## src/include/gpc_pkg.sv

```systemverilog
// Package for the pin twelve control and interrupt block
package gpc_pkg;
	// Register offsets (byte addresses)
	localparam logic [7:0]  PIN_TWELVE_CONTROL_OFS = 8'h3C;
	localparam logic [7:0]  IRQ_STATUS_OFS         = 8'h40;
	localparam logic [7:0]  IRQ_MASK_OFS           = 8'h44;
	localparam logic [7:0]  PIN_LEVEL_OFS          = 8'h48;
	// Field positions of the control register
	localparam int          IRQ_FWD_MASK_BIT  = 25;
	localparam int          TRIG_SEL_HI       = 23;
	localparam int          TRIG_SEL_LO       = 21;
	localparam int          IRQ_PEND_EN_BIT   = 20;
	localparam int          PAD_DRIVE_HI      = 14;
	localparam int          PAD_DRIVE_LO      = 12;
	localparam int          STRONG_PU_BIT     = 11;
	localparam int          PULLDOWN_BIT      = 9;
	localparam int          WEAK_PU_BIT       = 8;
	localparam int          IN_BUF_BIT        = 7;
	localparam int          OUT_DRV_BIT       = 6;
	localparam int          HYST_BIT          = 5;
	localparam int          ANALOG_SEL_BIT    = 4;
	localparam int          FUNC_SEL_HI       = 3;
	// Writable bits; the rest read zero
	localparam logic [31:0] CTRL_WRITE_MASK   = 32'h02F07BFF;
	// Reset value: drive level at top code
	localparam logic [31:0] CTRL_RESET        = 32'h00007000;
	// Status and mask layout
	localparam int          ST_TRIGGER_BIT    = 0;
	localparam int          ST_BADCODE_BIT    = 1;
	localparam logic [1:0]  STATUS_RESET      = 2'h0;
	localparam logic [1:0]  MASK_RESET        = 2'h0;

	// Trigger condition codes
	typedef enum logic [2:0] {
		TRIG_RISE  = 3'h0,
		TRIG_FALL  = 3'h1,
		TRIG_BOTH  = 3'h2,
		TRIG_HIGH  = 3'h3,
		TRIG_LOW   = 3'h4
	} gpc_trig_t;

	// Pin role codes
	typedef enum logic [3:0] {
		FN_FLASH_DATA_LINE_TWO = 4'h0,
		FN_PLAIN_PIN           = 4'h1,
		FN_SERIAL_PORT_TX      = 4'h2,
		FN_TWO_WIRE_DATA       = 4'h3,
		FN_SECOND_SPI_SELECT   = 4'h4,
		FN_PULSE_OUTPUT        = 4'h5,
		FN_AUDIO_RX_BIT_CLOCK  = 4'h6,
		FN_SERIAL_CTS          = 4'h7,
		FN_TIMER_CAPTURE       = 4'h8
	} gpc_func_t;

	// Pad settings carried together
	typedef struct packed {
		logic [2:0] pad_drive_level;
		logic       strong_pullup_on;
		logic       pulldown_on;
		logic       weak_pullup_on;
		logic       input_buffer_on;
		logic       output_driver_on;
		logic       hysteresis_input_on;
		logic       analog_on;
	} gpc_pad_t;

	// Register port request
	typedef struct packed {
		logic [7:0]  addr;
		logic [31:0] wdata;
		logic        wr;
		logic        rd;
	} gpc_req_t;
endpackage

```

## src/rtl/gpc_pin_ctrl.sv

```systemverilog
// Pin twelve control register, trigger detection and interrupt forwarding
`timescale 1ns/100ps
module gpc_pin_ctrl
	import gpc_pkg::*;
(
	// Clock, reset, enable
	input  wire logic        clk_i,
	input  wire logic        rst_b_i,
	input  wire logic        clk_en_i,
	// Register port
	input  wire gpc_req_t    req_i,
	output logic [31:0]      rdata_o,
	// Pad level from outside
	input  wire logic        pad_level_i,
	// Pad and function controls
	output gpc_pad_t         pad_o,
	output gpc_func_t        func_o,
	output logic             func_valid_o,
	// Interrupt towards the chip interrupt controller
	output logic             chip_irq_o,
	// Local level interrupt from status and mask
	output logic             irq_o
);

	// Register map, byte offsets on the local port
	//   0x3C  pin twelve control, read and write
	//   0x40  event status, sticky, read clears it
	//   0x44  event mask, bits 1:0, read and write
	//   0x48  pin level view, read only
	//   Other offsets read zero, writes dropped

	// Control register fields, high bit first
	//   31:26  reserved, read zero
	//   25     irq_forward_mask, pass requests on
	//   24     reserved, read zero
	//   23:21  trigger_condition_select
	//   20     irq_pending_enable
	//   19:15  reserved, read zero
	//   14:12  pad_drive_level, resets to top code
	//   11     strong_pullup_on
	//   10     reserved, read zero
	//   9      pulldown_on
	//   8      weak_pullup_on
	//   7      input_buffer_on
	//   6      output_driver_on
	//   5      hysteresis_input_on
	//   4      analog select, converter channel
	//   3:0    pin_function_select

	// Trigger condition codes
	//   000  rising edge of the pad level
	//   001  falling edge of the pad level
	//   010  either edge
	//   011  high level, every cycle it holds
	//   100  low level, every cycle it holds
	//   Others reserved, never trigger

	// Pin role codes on func_o
	//   0x0  flash_data_line_two
	//   0x1  plain general-purpose pin
	//   0x2  serial_port_transmit
	//   0x3  two_wire_data_line
	//   0x4  second_spi_select
	//   0x5  pulse_output_channel
	//   0x6  audio_receive_bit_clock
	//   0x7  serial_clear_to_send
	//   0x8  timer_capture_input
	//   Others reserved, func_valid_o low

	// Drive level codes on pad_drive_level
	//   000  weakest of eight steps
	//   111  strongest, the reset choice
	//   Steps in between rise evenly

	// Status and mask layout, same bits
	//   bit 0  trigger seen while enabled
	//   bit 1  reserved code written to control
	//   A read of status clears both bits
	//   An event in the read cycle still sets

	// Pin level view layout
	//   bit 0  synchronised pad level
	//   bit 1  pending flag

	// Latency from a pad change
	//   edge k    pad level moves
	//   edge k+1  first stage holds it
	//   edge k+2  second stage holds it
	//   edge k+3  pending, status, request rise
	//   edge k+4  local level interrupt rises
	//   Read data stand one cycle after the strobe
	//   Pad and role outputs lag the register by one

	// Pending flag behaviour
	//   Enable low clears it at once
	//   A trigger sets it, beating a status read
	//   A status read clears it otherwise
	//   Request leaves only with mask bit set

	// Clock enable
	//   Low freezes every flop, strobes lost
	//   Pad history freezes too, so an edge
	//   that spans a frozen stretch shows late

	// Hazards and limits
	//   Level modes re-set pending each cycle,
	//   so a status read only clears it once
	//   the pad lets go of the level.
	//   Pulses under one clock may be lost
	//   in the synchroniser.
	//   Pad settings change one cycle after
	//   the register, all in the same edge.
	//   Only one pin may own the converter
	//   channel; nothing here can enforce it.
	//   A reserved trigger code disarms the
	//   detector instead of guessing a mode.
	//   Reset sets the drive level to its top
	//   code and every other field to zero.


	// Control register and status
	logic [31:0] ctrl_q;         // Control register
	logic [31:0] ctrl_d;         // Its next value
	logic        sync1_q;        // First synchroniser stage
	logic        sync2_q;        // Second synchroniser stage
	logic        prev_q;         // Previous synchronised level
	logic        pending_q;      // Trigger pending flag
	logic [1:0]  status_q;       // Sticky event status
	logic [1:0]  mask_q;         // Interrupt mask
	logic        trig_hit;       // Trigger condition met this cycle
	logic        wr_ctrl;        // Write to control register
	logic        rd_ctrl;        // Read of control register
	logic        rd_status;      // Read of status register
	logic        bad_code;       // Reserved code written
	gpc_trig_t   trig_sel;       // Current trigger selection
	logic        edge_rise;      // Synchronised level rose
	logic        edge_fall;      // Synchronised level fell
	logic        new_event;      // Trigger while enabled
	logic        wr_mask;        // Write to mask register
	logic        rd_mask;        // Read of mask register
	logic        rd_level;       // Read of pin level view

	// Decode of a register address against an offset
	function automatic logic hit(input logic [7:0] a, input logic [7:0] o);
		hit = (a == o);
	endfunction

	// Trigger codes above low level are reserved
	function automatic logic trig_legal(input logic [2:0] c);
		trig_legal = (c <= TRIG_LOW);
	endfunction

	// Role codes above timer capture are reserved
	function automatic logic func_legal(input logic [3:0] c);
		func_legal = (c <= FN_TIMER_CAPTURE);
	endfunction

	// Strobe decodes
	assign wr_ctrl   = req_i.wr && hit(req_i.addr, PIN_TWELVE_CONTROL_OFS);
	assign rd_ctrl   = req_i.rd && hit(req_i.addr, PIN_TWELVE_CONTROL_OFS);
	assign rd_status = req_i.rd && hit(req_i.addr, IRQ_STATUS_OFS);
	assign trig_sel  = gpc_trig_t'(ctrl_q[TRIG_SEL_HI:TRIG_SEL_LO]);
	assign wr_mask   = req_i.wr && hit(req_i.addr, IRQ_MASK_OFS);
	assign rd_mask   = req_i.rd && hit(req_i.addr, IRQ_MASK_OFS);
	assign rd_level  = req_i.rd && hit(req_i.addr, PIN_LEVEL_OFS);

	// Edges of the synchronised pad level
	assign edge_rise = sync2_q && !prev_q;
	assign edge_fall = !sync2_q && prev_q;

	// Trigger that counts, enable bit set
	assign new_event = ctrl_q[IRQ_PEND_EN_BIT] && trig_hit;

	// Reserved bits masked off on write
	assign ctrl_d = req_i.wdata & CTRL_WRITE_MASK;

	// Write of a reserved trigger or role code
	assign bad_code = wr_ctrl &&
		(!trig_legal(req_i.wdata[TRIG_SEL_HI:TRIG_SEL_LO]) ||
		 !func_legal(req_i.wdata[FUNC_SEL_HI:0]));

	// Control register storage
	always_ff @(posedge clk_i or negedge rst_b_i) begin
		if (!rst_b_i) begin
			ctrl_q <= CTRL_RESET;
		end else if (clk_en_i && wr_ctrl) begin
			ctrl_q <= ctrl_d;
		end
	end

	// Pad level synchroniser and history
	always_ff @(posedge clk_i or negedge rst_b_i) begin
		if (!rst_b_i) begin
			sync1_q <= 1'b0;
			sync2_q <= 1'b0;
			prev_q  <= 1'b0;
		end else if (clk_en_i) begin
			sync1_q <= pad_level_i;
			sync2_q <= sync1_q;
			prev_q  <= sync2_q;
		end
	end

	// Trigger condition selection
	always_comb begin
		trig_hit = 1'b0;
		unique case (trig_sel)
			// Rising edge
			TRIG_RISE: begin
				trig_hit = edge_rise;
			end
			// Falling edge
			TRIG_FALL: begin
				trig_hit = edge_fall;
			end
			// Either edge
			TRIG_BOTH: begin
				trig_hit = edge_rise || edge_fall;
			end
			// High level
			TRIG_HIGH: begin
				trig_hit = sync2_q;
			end
			// Low level
			TRIG_LOW: begin
				trig_hit = !sync2_q;
			end
			// Reserved codes never trigger
			default:   trig_hit = 1'b0;
		endcase
	end

	// Pending flag: set wins over the clear by status read
	always_ff @(posedge clk_i or negedge rst_b_i) begin
		if (!rst_b_i) begin
			pending_q <= 1'b0;
		end else if (clk_en_i) begin
			if (!ctrl_q[IRQ_PEND_EN_BIT]) begin
				pending_q <= 1'b0;
			end else if (trig_hit) begin
				pending_q <= 1'b1;
			end else if (rd_status) begin
				pending_q <= 1'b0;
			end
		end
	end

	// Forward to the chip interrupt controller
	always_ff @(posedge clk_i or negedge rst_b_i) begin
		if (!rst_b_i) begin
			chip_irq_o <= 1'b0;
		end else if (clk_en_i) begin
			chip_irq_o <= ctrl_q[IRQ_PEND_EN_BIT] &&
				ctrl_q[IRQ_FWD_MASK_BIT] &&
				(pending_q || trig_hit);
		end
	end

	// Sticky status, cleared by reading it; a new event wins
	always_ff @(posedge clk_i or negedge rst_b_i) begin
		if (!rst_b_i) begin
			status_q <= STATUS_RESET;
		end else if (clk_en_i) begin
			status_q <= (rd_status ? 2'h0 : status_q) |
				{bad_code,
				 new_event};
		end
	end

	// Interrupt mask register
	always_ff @(posedge clk_i or negedge rst_b_i) begin
		if (!rst_b_i) begin
			mask_q <= MASK_RESET;
		end else if (clk_en_i && wr_mask) begin
			mask_q <= req_i.wdata[1:0];
		end
	end

	// Level interrupt output
	always_ff @(posedge clk_i or negedge rst_b_i) begin
		if (!rst_b_i) begin
			irq_o <= 1'b0;
		end else if (clk_en_i) begin
			irq_o <= |(status_q & mask_q);
		end
	end

	// Read data, one cycle after the read strobe
	always_ff @(posedge clk_i or negedge rst_b_i) begin
		if (!rst_b_i) begin
			rdata_o <= 32'h0;
		end else if (clk_en_i) begin
			rdata_o <= 32'h0;
			if (rd_ctrl) begin
				rdata_o <= ctrl_q;
			end else if (rd_status) begin
				rdata_o <= {30'h0, status_q};
			end else if (rd_mask) begin
				rdata_o <= {30'h0, mask_q};
			end else if (rd_level) begin
				rdata_o <= {30'h0, pending_q, sync2_q};
			end
		end
	end

	// Pad control outputs from the register
	always_ff @(posedge clk_i or negedge rst_b_i) begin
		if (!rst_b_i) begin
			pad_o <= '0;
			pad_o.pad_drive_level <= CTRL_RESET[PAD_DRIVE_HI:PAD_DRIVE_LO];
		end else if (clk_en_i) begin
			pad_o.pad_drive_level <=
				ctrl_q[PAD_DRIVE_HI:PAD_DRIVE_LO];
			pad_o.strong_pullup_on    <= ctrl_q[STRONG_PU_BIT];
			pad_o.weak_pullup_on      <= ctrl_q[WEAK_PU_BIT];
			pad_o.pulldown_on         <= ctrl_q[PULLDOWN_BIT];
			pad_o.input_buffer_on     <= ctrl_q[IN_BUF_BIT];
			pad_o.output_driver_on    <= ctrl_q[OUT_DRV_BIT];
			pad_o.hysteresis_input_on <= ctrl_q[HYST_BIT];
			pad_o.analog_on           <= ctrl_q[ANALOG_SEL_BIT];
		end
	end

	// Role select; analog mode or reserved code gives no digital role
	always_ff @(posedge clk_i or negedge rst_b_i) begin
		if (!rst_b_i) begin
			func_o       <= FN_FLASH_DATA_LINE_TWO;
			func_valid_o <= 1'b0;
		end else if (clk_en_i) begin
			func_o       <= gpc_func_t'(ctrl_q[FUNC_SEL_HI:0]);
			func_valid_o <= !ctrl_q[ANALOG_SEL_BIT] &&
				func_legal(ctrl_q[FUNC_SEL_HI:0]);
		end
	end

endmodule

```

## config.mk

```make
export PLATFORM = sky130hd
export DESIGN_NAME = gpc_pin_ctrl
export DESIGN_NICKNAME = d
export VERILOG_FILES = /design/src/include/gpc_pkg.sv /design/src/rtl/gpc_pin_ctrl.sv
export SDC_FILE = /design/constraint.sdc
export NUM_CORES = 1
export LEC_CHECK = 0
export ABC_AREA = 1
export BUFFER_PORTS_ARGS = -buffer_cell sky130_fd_sc_hd__buf_2
export CAP_MARGIN = 0
export CORE_MARGIN = 2
export CORE_UTILIZATION = 35
export DETAILED_ROUTE_END_ITERATION = 12
export PLACE_DENSITY = 0.56
export SKIP_CTS_REPAIR_TIMING = 1
export SYNTH_ARGS = -nofsm -noshare
export SYNTH_HDL_FRONTEND = slang
export SYNTH_SLANG_ARGS = --single-unit
```

## constraint.sdc

```tcl
create_clock -name clk_i -period 2.1 [get_ports clk_i]
set_clock_uncertainty 0.2 [all_clocks]
set_input_delay 0.42 -clock clk_i [delete_from_list [all_inputs] [get_ports clk_i]]
set_output_delay 0.42 -clock clk_i [all_outputs]
set_load 0.03 [all_outputs]
```

## Word level (Yosys, flattened, before mapping)

Cells that the tools add are included.

- Logic and storage cells: 69
- Input bits: 46
- Register bits: 76

- Reductions and logical operators: 26
- Bitwise gates (word level): 2
- Mux-type cells: 9
- Equality and inequality tests: 9
- Magnitude comparators: 3

Operators with widths:

| kind | number |
|---|---|
| $mux W26 | 1 |
| $eq A8 B7 Y1 const B | 3 |
| $logic_and A1 B1 Y1 | 15 |
| $eq A8 B6 Y1 const B | 1 |
| $le A4 B4 Y1 const B | 2 |
| $mux W2 | 4 |
| $eq A3 B2 Y1 const B | 2 |
| $logic_not A1 Y1 | 5 |
| $pmux W1 S5 | 1 |
| $eq A3 B1 Y1 const B | 1 |
| $eq A3 B3 Y1 const B | 1 |
| $le A3 B3 Y1 const B | 1 |
| $logic_not A3 Y1 | 1 |
| $logic_or A1 B1 Y1 | 3 |
| $mux W1 | 3 |
| $ne A3 B1 Y1 const B | 1 |
| $and A2 B2 Y2 | 1 |
| $or A2 B2 Y2 | 1 |
| $reduce_and A2 Y1 | 1 |
| $reduce_or A2 Y1 | 1 |

## Depth between registers and ports, before layout

- Depth in word-level cells: 6
- Gate-level depth with buffers: 11

## Worst setup path after synthesis

OpenSTA, ideal clock, no wires.

- Kind: input-to-reg
- Start point: input port req_i[35] (netlist name)
- End point: register ctrl_q[2]
- Stages on the path: 7
- Slack: 0.620 ns
- Setup time: 0.116 ns
- Arrival time: 1.164 ns
- Path buffers: 1
- Cells stage by stage: nor2_1 nand2_2 nor2_4 nand2_4 buf_2 nand2_1 nand2_1

- Word-level cells in the longest chain between the ends: 3

RTL lines:

| item | line | text |
|---|---|---|
| start: declaration | gpc_pin_ctrl.sv:11 | `input wire gpc_req_t req_i,` |
| $eq A8 B6 Y1 | gpc_pin_ctrl.sv:145 | `hit = (a == o);` |
| $logic_and A1 B1 Y1 | gpc_pin_ctrl.sv:159 | `assign wr_ctrl = req_i.wr && hit(req_i.addr, PIN_TWELVE_CONTROL_OFS);` |
| $logic_and A1 B1 Y1 | gpc_pin_ctrl.sv:186 | `end else if (clk_en_i && wr_ctrl) begin` |
| end signal: assignment | gpc_pin_ctrl.sv:187 | `ctrl_q <= ctrl_d;` |
| end: declaration | gpc_pin_ctrl.sv:122 | `logic [31:0] ctrl_q;` |

No other way between the ends.
A chain may end at the register's enable or synchronous reset.

## Worst setup path in the final report

- Start point: register pad_o[9] (netlist name)
- End point: output port pad_o[9] (netlist name)

RTL lines:

| item | line | text |
|---|---|---|
| start: declaration | gpc_pin_ctrl.sv:16 | `output gpc_pad_t pad_o,` |

No word-level cell between the ends.

==> impl_metrics.tcl <==
set metrics [dict create \
    outcome "finished clean" \
    finalHoldViolCount 0 \
    multiInputGateArea_um2 992 \
    dp_slack_ns 0.340 \
    yosysTopAreaCell "dfrtp_1" \
    mappedNetlistArea_um2 2800 \
    grt_max_degree 45 \
    cp_slowest_cell "dfstp_2" \
    insertedDiodeCount 0 \
    path_cells "buf_2" \
    ff2ff_path_depth 9 \
    drv_cap 0 \
    gp_congestion 0.835 \
    io-pin-count 95 \
    power.density_nw_per_um2 800 \
    fin_ws_ns 0.423 \
    min_to "ctrl_q[5]$_DFFE_PN0P_" \
    irDropWorstVdd_v 0.000343 \
    vias 2310 \
    power.total_uw 2770 \
    final_max_slew_viol_count 0 \
    rsz0062_at_grt "false" \
    final_util_pct 44.7 \
    synthXorXnorAreaFrac_pct 0 \
    design.die.area_um2 8740 \
    finalSetupViolCount 0 \
    postRouteAntennaNets 0 \
    fin_crit_sh_pct 79.9 \
    drc_errors 0 \
    port_buffers 68 \
    grtUsageTotal_pct 15.7 \
    synth_ff_type "dfrtp_1" \
    antenna_found_initial 0 \
    min_path_type "primary input to flip-flop" \
    fin_crit_ns 1.68 \
    synth_top_family_by_area "simple AND/OR/NAND/NOR gates" \
    wl_per_cell_um 12.4 \
    regArea_um2 1580 \
    start_util_pct 36.3 \
    cts.sinks 63 \
    syn-instance-count 326 \
    wirelength_mm 6.28 \
    slowest_delay_ns 0.53 \
    worstPathMaxFanout 2 \
    worstReg2RegEnd "chip_irq_o$_DFFE_PN0P_" \
    h-tree-depth 3 \
    r2r_slack_ns 0.45 \
    area_delta_synth_final_pct 23.3 \
    hpwl_mm 4.41 \
    coreArea_um2 7730 \
    critPathTopFamily "flip-flops" \
    async_flop_share_pct 100 \
    yosysSeqAreaShare_pct 56.5 \
    path_class "flip-flop to output port" \
    avgViaCountPerCell 4.57 \
    synth_edf_count 0 \
    synthTopCellsByArea "dfrtp_1, nand2_1, dfstp_2, buf_4, inv_1" \
    synth-compound-area-share_pct 7.99 \
    ys_warn_count 0 \
    fmax_mhz 596 \
    synth-simple-area-share_pct 24.8 \
    clock_path_buffers 2 \
    fin_setup_tns_ns 0 \
    yosys.area_share.adder_pct 0.892 \
    grt_pass1_vias 2140 \
    cts_buffers 9 \
    end_kind "output port" \
    ctsRootBufferMaster "clkbuf_8" \
    cts_tree "yes" \
    whs_path_depth 3 \
    die_w_um 93.5 \
    clk_pin_slew_ns 0.07 \
    synth-seq-cells 63 \
    synth_mux_area_share_pct 0 \
    overflow 0 \
    grt_first_pass_wirelength_mm 10.4 \
    crit_arrival_ns 1.06 \
    worstSetupStartpointType "flip-flop" \
    drive_gt1_share_pct 25.7 \
    hold_start "req_i[7]" \
    synth_top_area_share_pct 50.9 \
    clkLatencyLatePin_ns 0.34 \
    synth_area_per_cell_um2 8.60 \
    fill_cells 795 \
    cp_data_required_time_ns 1.48 \
    r2r_start "sync2_q$_DFFE_PN0P_" \
    ys_types 28 \
    power_leakage_uw 0.00196 \
    rows 32 \
    drtPass1Iterations 4 \
    drt-initial-drc-count 128 \
    nets 447 \
    path_buf_inv 1 \
    die_height_um 93.5 \
]
==> state kept, by name, indices dropped and copies added (netlist names) <==
signal        count
func_valid_o      1
prev_q            1
sync2_q           1
mask_q            2
ctrl_q           19
pad_o            10
rdata_o          19
status_q          2
irq_o             1
func_o            4
chip_irq_o        1
sync1_q           1
pending_q         1
==> kinds of logic after synthesis <==
| logic type | after synthesis |
|---|---|
| other | 1 |
| AOI/OAI and AO/OA | 38 |
| DFF | 63 |
| adders and majority gates | 2 |
| buffers and inverters | 51 |
| and+or+nand+nor | 171 |
==> power by group <==
part,total [µW],internal [µW],switching (µW)
sequential,1270,1250,20.3
combinational,235,69.3,165
clock,1260,799,463
==> routing by layer <==
metal / share of wire (%) / vias up / GRT usage (%)
li1: - / 1143 / -
met1: 48 / 1083 / 21.5
met2: 44 / 69 / 23.0
met3: 5.0 / 15 / 3.46
met4: 2.9 / 0 / 8.58
met5: 0 / - / 0
==> final cells by class <==
cell class | instances | area share (%)
Inverter | 26 | 2.97
Tap cell | 102 | 3.69
Clock inverter | 2 | 1.74
Sequential cell | 63 | 45.8
Timing Repair Buffer | 75 | 11.8
Multi-Input combinational cell | 224 | 28.7
Clock buffer | 14 | 5.28
==> worst max path at each step <==
stage                               startpoint                      end  slack, ns  depth (start not counted)
after floorplan                      req_i[35]    ctrl_q[2]$_DFFE_PN0P_       0.62                          7
after global placement               req_i[35]  status_q[1]$_DFFE_PN0P_       0.35                          8
after detailed placement             req_i[35]  status_q[1]$_DFFE_PN0P_       0.34                          8
after CTS                 pad_o[9]$_DFFE_PN1P_                 pad_o[9]       0.41                          1
after global routing       sync2_q$_DFFE_PN0P_   chip_irq_o$_DFFE_PN0P_       0.37                          9
final                     pad_o[9]$_DFFE_PN1P_                 pad_o[9]       0.42                          1
==> synth_stat cells (all sizes together), types with 2 or more instances <==
library cell and n:
dfstp 6, ha 2, inv 24, buf 20, dfrtp 57, nand3 6, nand4 7, nor2 13
clkinv 2, o31ai 3, o21ai 26, o211ai 2, clkbuf 5, nand2 143, a21oi 4, nor3 2
==> through the flow <==
stage | hold WS, ns | area [µm²] | cells
CTS | -0.134 | 3450 | 505
detailed placement | 0.236 | 3200 | 489
finish | 0.0680 | 3460 | 506
global route | 0.0712 | 3460 | 506
floorplan | -0.0756 | 2850 | 338
global placement | 0.232 | 3200 | 489
==> cells in the final DEF (no fill, tap or decap), drive strengths merged, types with 2 or more instances in the layout <==
cell type  netlist  final
conb             1     13
bufinv           0      2
nor2            13     13
a21oi            4      4
clkinv           2      2
ha               2      2
clkbuf           5     14
inv             24     24
nor3             2      2
buf             20     74
dfrtp           57     57
nand4            7      7
o21ai           26     26
dfstp            6      6
nand3            6      6
nand2          143    143
o211ai           2      2
o31ai            3      3
==> worst register-to-register path, cell delays in order (launching register included) <==
cell	delay [ns]
dfrtp_1	0.40
inv_1	0.10
ha_1	0.28
nand2_1	0.05
nand3_1	0.09
nand2_1	0.05
nand2_1	0.05
nand2_1	0.07
nor2_1	0.13
o21ai_0	0.10
No activity file was read; power rests on OpenSTA's default activity.
